--- config.mk ---
export PLATFORM = sky130hd
export DESIGN_NAME = angle_spi_port
export DESIGN_NICKNAME = d
export VERILOG_FILES = /design/src/pkg/angle_spi_pkg.sv /design/src/verilog/angle_spi_port.sv
export SDC_FILE = /design/constraint.sdc
export NUM_CORES = 1
export LEC_CHECK = 0
export BUFFER_PORTS_ARGS = -buffer_cell sky130_fd_sc_hd__buf_4
export CORE_AREA = 2 2 169 88
export DETAILED_ROUTE_END_ITERATION = 6
export DIE_AREA = 0 0 171 90
export SETUP_SLACK_MARGIN = 0.15
export SYNTH_ARGS = -nofsm -noshare
export SYNTH_HDL_FRONTEND = slang
export SYNTH_SLANG_ARGS = --single-unit
export TNS_END_PERCENT = 50
--- constraint.sdc ---
create_clock -name clock -period 4.5 [get_ports clock]
set_input_delay 0.225 -clock clock [delete_from_list [all_inputs] [get_ports clock]]
set_output_delay 0.225 -clock clock [all_outputs]
set_load 0.05 [all_outputs]
--- src/pkg/angle_spi_pkg.sv ---
// Purpose: shared constants of the angle sensor serial register port
// Assumes: 16-bit frames, 14-bit register addresses and data
// Notes: addresses are register addresses on the serial link
package angle_spi_pkg;
    localparam int FRAME_BITS = 16;
    localparam logic [4:0] FRAME_COUNT = 5'h10;
    localparam int CMD_DIR_POS = 15;
    localparam int SPI_RESET_POS = 2;
    localparam logic [13:0] ADDR_NOP = 14'h0000;
    localparam logic [13:0] ADDR_ERR_STATUS = 14'h335A;
    localparam logic [13:0] ADDR_ERR_CLEAR = 14'h3380;
    localparam logic [13:0] ADDR_FULL_RESET = 14'h33A5;
    localparam logic [13:0] ADDR_SOFT_RESET = 14'h3C00;
    localparam logic [13:0] ADDR_SETUP = 14'h3F20;
    localparam logic [13:0] ADDR_POR_DISABLE = 14'h3F22;
    localparam logic [13:0] ADDR_GAIN = 14'h3FF8;
    localparam logic [13:0] ADDR_ANGLE = 14'h3FFF;
    localparam logic [7:0] POR_KEY = 8'h5A;
    localparam logic [7:0] POR_DISABLE_RST = 8'h00;
    localparam logic [5:0] GAIN_RST = 6'h20;
    localparam logic [8:0] SETUP_RST = 9'h000;
    localparam logic [1:0] SETUP_RESOLUTION = 2'h0;
    localparam int ERR_PARITY_POS = 0;
    localparam int ERR_BUSY_POS = 1;
endpackage

--- src/verilog/angle_spi_port.sv ---
// Purpose: serial register port of a magnetic angle sensor, slave only
// Assumes: link pins are asynchronous and are oversampled by clock (100 MHz)
// Notes: link clock period must be at least 80 ns for the sampling to keep up
`timescale 1ns/100ps

module angle_spi_port #(
    parameter logic [2:0] CHIP_ID = 3'h5 // arbitrary value
) (
    // clock and reset
    input wire logic clock,
    input wire logic sys_rst,
    // serial link pins
    input wire logic sclk,
    input wire logic selectN,
    input wire logic sdiIn,
    output logic sdoOut,
    output logic sdoOe,
    output logic sdioOut,
    output logic sdioOe,
    // strap
    input wire logic wireModeSelect,
    // measurement engine
    input wire logic [13:0] angleValue,
    input wire logic measureDone,
    output logic measureStart,
    output logic resultReadyN,
    // settings
    output logic porCellOff,
    output logic [5:0] gainControl
);
    import angle_spi_pkg::*;

    if (CHIP_ID === 3'bxxx) begin : g_bad_id
        $error("chip id must be a known value");
    end

    typedef enum logic [1:0] {PH_CMD, PH_DATA, PH_RESP} phase_t;

    typedef struct packed {
        logic sclkS1, sclkS2, sclkD;
        logic selS1, selS2, selD;
        logic sdiS1, sdiS2;
        logic wmS1, wmS2;
        logic [15:0] rxShift;
        logic [4:0] bitCnt;
        logic [15:0] txShift;
        logic sdoBit, oe4, oe3;
        logic [13:0] txData;
        phase_t phase;
        logic [13:0] pendAddr;
        logic commErr, parityErr, busy, hideAngle;
        logic [13:0] angleReg;
        logic [5:0] gain;
        logic [7:0] porDisable;
        logic porOff;
        logic [8:0] setupBits;
        logic measStart, readyN;
    } state_t;

    state_t s, next_s;
    logic selRise, selFall, countOk;

    function automatic logic [13:0] regData(input state_t st, input logic [13:0] a);
        logic [13:0] d;
        d = 14'h0000;
        case (a)
            ADDR_ERR_STATUS: begin
                d[ERR_PARITY_POS] = st.parityErr;
                d[ERR_BUSY_POS] = st.busy;
            end
            ADDR_SETUP: d = {SETUP_RESOLUTION, CHIP_ID, st.setupBits};
            ADDR_POR_DISABLE: d = {6'h00, st.porDisable};
            ADDR_GAIN: d = {8'h00, st.gain};
            ADDR_ANGLE: d = st.angleReg;
            default: d = 14'h0000;
        endcase
        return d;
    endfunction

    function automatic logic knownRead(input logic [13:0] a);
        return a == ADDR_ERR_STATUS || a == ADDR_ERR_CLEAR || a == ADDR_SETUP ||
            a == ADDR_POR_DISABLE || a == ADDR_GAIN || a == ADDR_ANGLE;
    endfunction

    // shared by soft and full reset: defaults plus hidden conversion
    function automatic state_t coreReset(input state_t st, input logic serial);
        state_t r;
        r = st;
        r.gain = GAIN_RST;
        r.porDisable = POR_DISABLE_RST;
        r.porOff = 1'b0;
        r.measStart = 1'b1;
        r.busy = 1'b1;
        r.readyN = 1'b1;
        r.hideAngle = 1'b1;
        if (serial) begin
            r.commErr = 1'b0;
            r.parityErr = 1'b0;
            r.txData = 14'h0000;
        end
        return r;
    endfunction

    assign selRise = !s.selD && s.selS2;
    assign selFall = s.selD && !s.selS2;
    assign countOk = s.bitCnt == FRAME_COUNT;

    always_comb begin
        logic [13:0] addr;
        logic [13:0] wdata;
        next_s = s;
        addr = s.rxShift[14:1];
        wdata = s.rxShift[15:2];
        next_s.sclkS1 = sclk;
        next_s.sclkS2 = s.sclkS1;
        next_s.sclkD = s.sclkS2;
        next_s.selS1 = selectN;
        next_s.selS2 = s.selS1;
        next_s.selD = s.selS2;
        next_s.sdiS1 = sdiIn;
        next_s.sdiS2 = s.sdiS1;
        next_s.wmS1 = wireModeSelect;
        next_s.wmS2 = s.wmS1;
        next_s.measStart = 1'b0;
        // shared line driven only in a response frame
        next_s.oe3 = !s.wmS2 && !s.selS2 && s.phase == PH_RESP;
        next_s.oe4 = s.wmS2 && !s.selS2;
        if (s.busy && measureDone) begin
            next_s.busy = 1'b0;
            next_s.readyN = 1'b0;
            next_s.hideAngle = 1'b0;
            if (!s.hideAngle) begin
                next_s.angleReg = angleValue;
            end
        end
        if (selFall) begin
            // frame with error flag and even parity
            next_s.txShift = {s.txData, s.commErr, ^{s.txData, s.commErr}};
            next_s.bitCnt = 5'h00;
        end else if (!s.selS2) begin
            // sample on falling edge, shift out on rising, MSB first
            if (s.sclkD && !s.sclkS2) begin
                next_s.rxShift = {s.rxShift[14:0], s.sdiS2};
                if (s.bitCnt != 5'h1F) begin
                    next_s.bitCnt = s.bitCnt + 5'h01;
                end
            end
            if (!s.sclkD && s.sclkS2) begin
                next_s.sdoBit = s.txShift[15];
                next_s.txShift = {s.txShift[14:0], 1'b0};
            end
        end
        if (selRise) begin
            case (s.phase)
                PH_RESP: begin
                    next_s.phase = PH_CMD;
                end
                PH_DATA: begin
                    next_s.phase = PH_CMD;
                    if (!countOk) begin
                        next_s.commErr = 1'b1;
                    end else if (^s.rxShift) begin
                        next_s.commErr = 1'b1;
                        next_s.parityErr = 1'b1;
                    end else begin
                        // value from bits 15:2, bit 1 ignored
                        case (s.pendAddr)
                            // reset cell switched off by key
                            ADDR_POR_DISABLE: begin
                                next_s.porDisable = wdata[7:0];
                                next_s.porOff = wdata[7:0] == POR_KEY;
                            end
                            ADDR_GAIN: next_s.gain = wdata[5:0];
                            ADDR_SETUP: next_s.setupBits = wdata[8:0];
                            // bit 2 also resets the serial registers
                            ADDR_SOFT_RESET: begin
                                next_s = coreReset(next_s, s.rxShift[SPI_RESET_POS]);
                            end
                            default: next_s.commErr = 1'b1;
                        endcase
                        // new contents follow in the next frame
                        if (s.pendAddr != ADDR_SOFT_RESET) begin
                            next_s.txData = regData(next_s, s.pendAddr);
                        end
                    end
                end
                PH_CMD: begin
                    // bad count is flagged, not executed
                    if (!countOk) begin
                        next_s.commErr = 1'b1;
                    end else if (^s.rxShift) begin
                        next_s.commErr = 1'b1;
                        next_s.parityErr = 1'b1;
                    end else if (s.rxShift[CMD_DIR_POS]) begin
                        if (!knownRead(addr)) begin
                            next_s.commErr = 1'b1;
                        end else begin
                            next_s.txData = regData(s, addr);
                            next_s.phase = s.wmS2 ? PH_CMD : PH_RESP;
                        end
                        if (addr == ADDR_ERR_CLEAR) begin
                            next_s.commErr = 1'b0;
                            next_s.txData = 14'h0000;
                        end
                        if (addr == ADDR_ANGLE) begin
                            next_s.measStart = 1'b1;
                            next_s.busy = 1'b1;
                            next_s.readyN = 1'b1;
                        end
                    end else if (addr == ADDR_FULL_RESET) begin
                        next_s = coreReset(next_s, 1'b1);
                    end else if (addr == ADDR_NOP) begin
                        next_s.txData = 14'h0000;
                    end else if (addr == ADDR_SOFT_RESET || addr == ADDR_SETUP ||
                        addr == ADDR_POR_DISABLE || addr == ADDR_GAIN) begin
                        // write command waits for its data frame
                        next_s.phase = PH_DATA;
                        next_s.pendAddr = addr;
                        next_s.txData = regData(s, addr);
                    end else begin
                        next_s.commErr = 1'b1;
                    end
                end
                default: next_s.phase = PH_CMD;
            endcase
        end
    end

    always_ff @(posedge clock or posedge sys_rst) begin
        if (sys_rst) begin
            s <= '0;
            s.selS1 <= 1'b1;
            s.selS2 <= 1'b1;
            s.selD <= 1'b1;
            s.gain <= GAIN_RST;
            s.setupBits <= SETUP_RST;
        end else begin
            s <= next_s;
        end
    end

    assign sdoOut = s.sdoBit;
    assign sdioOut = s.sdoBit;
    // strap picks which pin carries the answer
    assign sdoOe = s.oe4;
    assign sdioOe = s.oe3;
    assign measureStart = s.measStart;
    // low once ready, high during a measurement
    assign resultReadyN = s.readyN;
    assign porCellOff = s.porOff;
    assign gainControl = s.gain;

    a_idle_release: assert property (@(posedge clock) disable iff (sys_rst)
        s.selS2 |=> !sdoOe && !sdioOe) else $error("data pin driven while deselected");
    a_wire_choice: assert property (@(posedge clock) disable iff (sys_rst)
        sdioOe |-> !sdoOe && !$past(s.wmS2)) else $error("wrong pin driven for mode");
    a_start_busy: assert property (@(posedge clock) disable iff (sys_rst)
        measureStart |-> resultReadyN && s.busy) else $error("measure without busy");
    a_ready_done: assert property (@(posedge clock) disable iff (sys_rst)
        s.busy && measureDone && !selRise |=> !resultReadyN) else $error("ready not low");
    a_bad_count: assert property (@(posedge clock) disable iff (sys_rst)
        selRise && !countOk && s.phase != PH_RESP |=> s.commErr)
        else $error("bad clock count not flagged");
    a_parity_flag: assert property (@(posedge clock) disable iff (sys_rst)
        selRise && countOk && s.phase == PH_CMD && ^s.rxShift |=> s.parityErr && s.commErr)
        else $error("parity error not flagged");
    a_clear_flag: assert property (@(posedge clock) disable iff (sys_rst)
        selRise && countOk && s.phase == PH_CMD && !(^s.rxShift) && s.rxShift[15]
        && s.rxShift[14:1] == ADDR_ERR_CLEAR |=> !s.commErr && s.txData == 14'h0000)
        else $error("clear did not clear");
    a_frame_parity: assert property (@(posedge clock) disable iff (sys_rst)
        selFall |=> !(^s.txShift) && s.txShift[1] == $past(s.commErr))
        else $error("answer frame malformed");
    a_gain_field: assert property (@(posedge clock) disable iff (sys_rst)
        selRise && s.phase == PH_DATA && countOk && !(^s.rxShift) && s.pendAddr == ADDR_GAIN
        |=> gainControl == $past(s.rxShift[7:2])) else $error("gain not written");
endmodule
==> results of run 1 <==
==> worst register-to-register path, stage by stage (launching register included) <==
cell and delay (ns):
dfrtp_1 0.61, ha_1 0.34, xnor2_1 0.20, xnor2_1 0.09, xnor3_2 0.61, nand2_1 0.18
a2111oi_4 0.69, buf_4 0.31, mux2_4 0.31
==> registers in the layout, indices dropped and copies added (netlist names) <==
register / flops
porCellOff: 1
s: 112
sdioOe: 1
sdoOe: 1
measureStart: 1
resultReadyN: 1
sdioOut: 1
gainControl: 6
==> cell families (layout without fill, tap and decap cells) <==
| logic type | Yosys count | after routing | share of synthesized area |
|---|---|---|---|
| AND/OR/NAND/NOR | 147 | 147 | 0.1394 |
| buffers and inverters | 63 | 107 | 0.04923 |
| XOR/XNOR | 26 | 26 | 0.03930 |
| flip-flops | 124 | 124 | 0.5032 |
| multiplexers | 54 | 54 | 0.1029 |
| AO/OA/AOI/OAI | 117 | 117 | 0.1517 |
| adder cells (fa/ha/maj) | 7 | 7 | 0.01418 |
==> worst min path at each step <==
stage	depth (start not counted)	startpoint	to
global placement	0	s[117]	s[116]
finish	2	angleValue[10]	s[36]
floorplan	0	selectN	s[120]
CTS	2	angleValue[10]	s[36]
global route	2	angleValue[10]	s[36]
detailed placement	0	s[115]	s[114]
==> layout make-up <==
class,count,area (µm²),share of cell area
Clock buffer,18,429.2,0.05951
Clock inverter,14,158.9,0.02203
Inverter,24,92.59,0.01284
Multi-Input combinational cell,351,2780,0.3855
Sequential cell,124,3108,0.4310
Tap cell,198,247.7,0.03435
Timing Repair Buffer,51,395.4,0.05482
==> Yosys cell counts, drive strengths merged, types with 2 or more instances <==
cell       n  area, µm²
dfrtp    120       3003
mux2      46      555.5
nand2     26      97.59
inv       24      90.09
nor2      22      85.09
clkbuf    20      75.07
xnor2     20      175.2
buf       19      138.9
a22o      17      148.9
nor3      17      100.1
a222oi    16      160.2
nand4     14      87.58
o21ai     14      70.06
nor4      12      102.6
a21oi     10      50.05
a21o       9      67.56
nand3      9      57.56
o22ai      9      56.30
a22oi      8      60.06
mux2i      8      80.08
and2       7      43.79
and3       7      43.79
ha         7      87.58
a221oi     6      52.55
nand2b     6      37.54
nor2b      6      37.54
xor2       5      43.79
a32o       4      40.04
and4       4      35.03
dfstp      4      105.1
o211ai     4      35.03
or3        4      30.03
o31ai      3      22.52
or2        3      18.77
or4        3      22.52
a2111oi    2      36.29
nand3b     2      15.01
nor3b      2      15.01
o21bai     2      15.01
o2bb2ai    2      17.52
o32ai      2      17.52
==> where the power goes <==
part           internal (W)  switching, W
combinational      0.000121      0.000224
clock              0.000827      0.000546
sequential          0.00114     0.0000390
total               0.00209      0.000809
==> what timing repair did <==
item	in CTS	in global routing
endpoints found under the hold margin	52	0
hold buffers	5	0
buffers inserted	0	0
==> routing by layer <==
metal,global-route usage,up-vias,share of wire
met5,0,-,0
met3,0.05680,11,0.076
met2,0.2964,189,0.39
li1,-,2079,-
met4,0.04944,0,0.0063
met1,0.3689,2359,0.52
==> cells in the final DEF, fill, tap and decap left out, types with 9 or more instances in the layout <==
cell	count
inv_1	23
o22ai_1	9
buf_4	46
nand4_1	14
nor3_1	13
nor2_1	21
a22o_1	17
clkbuf_16	17
xnor2_1	20
mux2_2	36
a21o_1	9
nand2_1	26
mux2_4	10
a21oi_1	10
o21ai_0	13
dfrtp_1	120
a222oi_1	16
==> metrics by stage <==
stage | utilization | power, W | setup WS (ns) | instance area (µm²) | hold slack, ns
6_report | 0.5136 | 0.002896 | 1.037 | 7212 | 0.05927
5_1_grt | 0.5136 | 0.002999 | 0.9089 | 7212 | 0.05227
2_1_floorplan | - | 0.001455 | 0.9824 | 6176 | 0.2295
3_5_place_dp | 0.4682 | 0.001531 | 1.133 | 6574 | 0.3347
3_3_place_gp | 0.4682 | 0.001525 | 1.215 | 6574 | 0.3333
4_1_cts | 0.5136 | 0.002912 | 1.095 | 7212 | 0.04920
==> reports/qor.csv, run 1 <==
stage,metric,value,unit
layout,area_growth,16.77,%
run_status,status,finished clean,
worst_setup_path,cp_cell_sequence,ha_1 > xnor2_1 > xnor2_1 > xnor3_2 > nand2_1 > a2111oi_4 > buf_4 > mux2_4,
floorplanning,ios,34,
synthesis,synth_seq_cells,124,
floorplanning,die_h,90,µm
placement,port_buffers,33,
layout,drive_gt1_frac,0.2577,
clocking,cts-htree-levels,4,
synthesis,yosysSeqAreaShare,0.5032,
floorplanning,die_area,15390,µm²
grt,grt_pass1_wl,26520,µm
grt,grt_overflow,0,
worst_setup_path,required,4.79,ns
power,pwr_density_cell,401.6,nW/µm²
worst_setup_path,cp-end-kind,register,
sta,maxSlewViolCount,0,
floorplanning,start_util,0.4399,
grt,grt_usage,0.2268,
synthesis,syn_area,6176,µm²
sta,slew_headroom,0.1808,
job,maxCapViolCount,0,
detailed_routing,routed_via_density,5.946,
placement,dp.cells,743,
worst_setup_path,cpMostUsedCell,xnor2_1,
power,p_leak,3.387,nW
synthesis,synth_warnings,0,
clocking,clk_pin_slew,0.06,ns
clocking,cts_tree,yes,
worst_setup_path,path_max_fanout,12,
worst_setup_path,cp.arrival,3.76,ns
clocking,numCtsBuffers,17,
placement,gp_congestion,0.9107,
sta,fin_worst_skew,0.01339,ns
synthesis,synth_fp_nets,566,
worst_setup_path,slowest_delay,0.69,ns
sta,finalHoldViolCount,0,
clocking,cts_buffer_depth,2,
worst_setup_path,worstSetupEndpoint,s[62],
placement,dpl.hpwl,11830,µm
grt,grt_max_degree,52,
floorplanning,std_cell_rows,31,
clocking,cts_resized,0,
layout,fin_nets,597,
sta,tightest_slew,1.221,ns
detailed_routing,routed_wl,16540,µm
clocking,root_buffer,clkbuf_16,
layout,stdcell_count,780,
synthesis,ys_types,67,
synthesis,ys.flop_type,dfrtp_1,
sta,setup_viol,0,
detailed_routing,drt-pass1-iter-count,7,
floorplanning,die_w,171,µm
sta,rsz0062_at_grt,no,
sta,tns,0,ns
detailed_routing,drtIter0Drc,619,
worst_setup_path,rr_worst_depth,8,
worst_setup_path,crit_buf_inv,1,
floorplanning,coreArea,14040,µm²
sta,min_period_over_period,0.7696,
detailed_routing,route.detailed.drc,0,
worst_setup_path,slowest_stage,a2111oi_4,
worst_setup_path,crit_start,s[106],
clocking,clock_sinks,124,
synthesis,ys_async_sr_fraction,1.000,
clocking,clk_latency,0.42,ns
synthesis,avgSynthCellArea,11.48,µm²
detailed_routing,avgRoutedWirePerCell,21.20,µm
hold_path,hold_class,primary input to register,
layout,diodes,0,
detailed_routing,ant_nets,0,
power,max-vdd-ir-drop,0.0002421,V
grt,grt_pass1_vias,4548,
synthesis,syn_inst,538,
worst_setup_path,cp_top_family,XOR/XNOR gates,
worst_setup_path,regToRegEndpoint,s[62],
worst_setup_path,reg2reg_slack,1.04,ns
worst_setup_path,critPathKind,register to register,
synthesis,synth-edff-count,0,
grt,antenna_found_initial,0,
detailed_routing,via_count,4638,
worst_setup_path,start_kind,register,
sta,fin_crit,3.463,ns
worst_setup_path,r2r-start,s[106],
layout,nFillCells,1289,
worst_setup_path,cp.depth,8,
sta,clock.fmax,288.8,MHz
Power figures use the tool's default switching activity.
==> run 2, diff against run 1 <==
Settings changed: ABC_AREA set to 1, CORE_AREA 2 2 169 88 to 2 2 180 94, DIE_AREA 0 0 171 90 to 0 0 182 96.
Clock period 4.5 ns to 3.1 ns, I/O delays scaled along.
==> run 2 against run 1 <==
The flow now finishes with violations (DRC). Synthesized cell count is 73% higher. Fmax rose by 29%. Via count is 38% higher. Sequential cell count stayed put. Critical path type unchanged. Largest cell class is now multi-input gates.
==> reports/qor.csv, run 2 <==
stage,metric,value,unit,change
run_status,status,finished with violations,,
run_status,violations,DRC,,
sta,setup_viol,0,,unchanged
synthesis,synth_common_cells,"nand2_1, dfrtp_1, inv_1, nand3_1, nor2_1",,
layout,final_cell_mix,"nand2_1, dfrtp_1, inv_1, nand3_1, nor2_1",,
synthesis,syn_area,7033,µm²,+14%
detailed_routing,avgRoutedWirePerCell,17.10,µm,-19%
detailed_routing,route.detailed.drc,2,,+2
synthesis,ys_async_sr_fraction,1.000,,unchanged
synthesis,synth_seq_cells,124,,unchanged
worst_setup_path,cp.arrival,3.03,ns,-0.73 ns
sta,tightest_slew,1.123,ns,-0.09757 ns
power,p_int,0.003103,W,+49%
floorplanning,die_h,96,µm,+6.7%
placement,dpl.hpwl,15230,µm,+29%
clocking,cts_buffer_depth,2,,unchanged
grt,grt_overflow,0,,unchanged
synthesis,syn_inst,930,,+73%
power,comb_power_share,0.146,,+0.027
clocking,numCtsBuffers,17,,unchanged
clocking,root_buffer,clkbuf_16,,
placement,port_buffers,33,,unchanged
synthesis,ys.flop_type,dfrtp_1,,
layout,post-route-util,0.5177,,+0.004108
synthesis,yosysSeqAreaShare,0.4419,,-0.06133
power,p_sw,0.001353,W,+67%
sta,min_period_over_period,0.8632,,+0.09358
floorplanning,start_util,0.4413,,+0.001428
detailed_routing,ant_nets,0,,unchanged
grt,grt_usage,0.2498,,+0.02295
synthesis,synth_most_common_cell,nand2_1,,
power,p_leak,4.052,nW,+20%
detailed_routing,via_count,6419,,+38%
layout,diodes,0,,unchanged
layout,fin_nets,1009,,+69%
grt,grt_max_degree,48,,-7.7%
detailed_routing,routed_wl,20590,µm,+24%
power,p_total,0.004456,W,+54%
power,power_switching_share,0.3036,,+0.02421
layout,drive_gt1_frac,0.1419,,-0.1159
layout,top_register,s,,
worst_setup_path,path_max_fanout,24,,+12
sta,maxSlewViolCount,0,,unchanged
floorplanning,die_w,182,µm,+6.4%
sta,clock.fmax,373.7,MHz,+29%
clocking,clock_sinks,124,,unchanged
worst_setup_path,critPathKind,register to register,,
clocking,cts-htree-levels,4,,unchanged
clocking,clk_pin_slew,0.07,ns,about the same
synthesis,synth_top_cell_by_area,dfrtp_1,,
grt,grt_pass1_wl,32630,µm,+23%
hold_path,hold_class,primary input to register,,
synthesis,yosys.area.top_type_share,0.4270,,-0.05925
clocking,cts_tree,yes,,
clocking,clk_latency,0.43,ns,about the same
floorplanning,coreArea,15940,µm²,+14%
job,maxCapViolCount,0,,unchanged
placement,gp_congestion,0.9682,,+6.3%
layout,largest_register_ffs,112,,unchanged
sta,finalHoldViolCount,0,,unchanged
power,pwr_density_cell,540.0,nW/µm²,+34%
synthesis,ys_top_cells_by_area,"dfrtp_1, nand2_1, nand3_1, inv_1, o21ai_0",,
sta,fin_crit,2.676,ns,-0.7873 ns
layout,area_growth,17.33,%,
power,pwr-share-seq,0.402,,-0.005
detailed_routing,routed_via_density,5.331,,-10%
layout,final_common_cell,nand2_1,,
sta,rsz0062_at_grt,no,,
synthesis,ys_types,46,,-31%
detailed_routing,drtIter0Drc,701,,+13%
floorplanning,std_cell_rows,33,,+6.5%
worst_setup_path,start_kind,register,,
sta,slew_headroom,0.2485,,+0.06774
grt,grt_pass1_vias,5795,,+27%
worst_setup_path,required,3.45,ns,-1.34 ns
synthesis,synth_fp_nets,958,,+69%
floorplanning,ios,34,,unchanged
synthesis,synth_warnings,0,,unchanged
sta,tns,0,ns,unchanged
synthesis,synth-edff-count,0,,unchanged
floorplanning,die_area,17470,µm²,+14%
detailed_routing,drt-pass1-iter-count,7,,unchanged
power,clockPowerShare,0.452,,-0.022
sta,fin_worst_skew,0.01109,ns,-0.002300 ns
grt,antenna_found_initial,0,,unchanged
power,max-vdd-ir-drop,0.0003948,V,+63%
synthesis,avgSynthCellArea,7.562,µm²,-34%
worst_setup_path,cp-end-kind,register,,
==> run 2: worst max-delay path, cell delays in order, from the launching register on <==
cell and delay (ns):
dfrtp_1 0.56, inv_2 0.17, ha_1 0.34, inv_1 0.05, nand2_1 0.06, nand2_1 0.06
nand2_1 0.06, nand2_1 0.06, nand2_1 0.05, nand2_1 0.08, inv_1 0.05, nand2_2 0.08
nand2_4 0.12, nor2_8 0.16, nand2_4 0.07, a21oi_4 0.11, buf_4 0.32, nand2_1 0.13
o21ai_2 0.07
==> run 2: path summary, 6_finish.rpt <==
check	from	to	slack, ns	depth (start not counted)
worst min register to register	s[117]	s[116]	0.35	0
min in group asynchronous	sys_rst	sdioOe	0.46	3
worst max-delay path	s[102]	gainControl[0]	0.42	18
max in group asynchronous	sys_rst	s[29]	1.92	4
worst max register to register	s[102]	gainControl[0]	0.42	18
worst min-delay path	angleValue[4]	s[30]	0.02	3
==> run 2: final cells by class <==
type	count	area, µm²
clock buffer	17	425.4
clock inverter	15	163.9
fill	1548	7686
inverter	115	437.9
multi-input combinational	652	3258
sequential	124	3108
tap	210	262.8
timing repair buffer	71	595.6
==> run 2: routing by layer <==
metal  track usage  wire, µm
met5             0         0
met4       0.06989       207
met3       0.08248      2251
met2        0.3038      7344
met1        0.4003     10780
==> run 2: metrics by stage <==
stage / worst slack (ns) / std cells / cell area [µm²] / hold WS [ns]
final: 0.4241 / 1204 / 8252 / 0.02118
after global routing: 0.1590 / 1204 / 8252 / 0.03074
after CTS: 0.5001 / 1204 / 8252 / 0.009857
after detailed placement: 0.5151 / 1162 / 7562 / 0.2676
after global placement: 0.6047 / 1162 / 7562 / 0.2658
after floorplan: 0.9631 / 930 / 7037 / 0.1595
==> run 2: cell families after synthesis <==
kind of cell,count (synthesis),synth area share
simple gates,490,0.3113
buf+inv,154,0.09554
compound gates,133,0.1092
flops,124,0.4419
xor+xnor,15,0.01868
mux,7,0.01085
fa+ha+maj,7,0.01245
==> run 2: power by group through the flow <==
stage | clock, W | sequential (W) | combinational [W]
final | 0.00202 | 0.00179 | 0.000650
after detailed placement | 0 | 0.00182 | 0.000625
after CTS | 0.00204 | 0.00179 | 0.000639
after floorplan | 0 | 0.00179 | 0.000463
after global placement | 0 | 0.00182 | 0.000625
after global routing | 0.00212 | 0.00180 | 0.000725
==> run 2: repair_timing <==
| action | CTS | global route |
|---|---|---|
| hold buffers | 10 | 0 |
| setup endpoints to repair | 0 | 0 |
| buffers inserted | 0 | 0 |
| hold endpoints to repair | 41 | 0 |
| gates resized for setup | 0 | 0 |
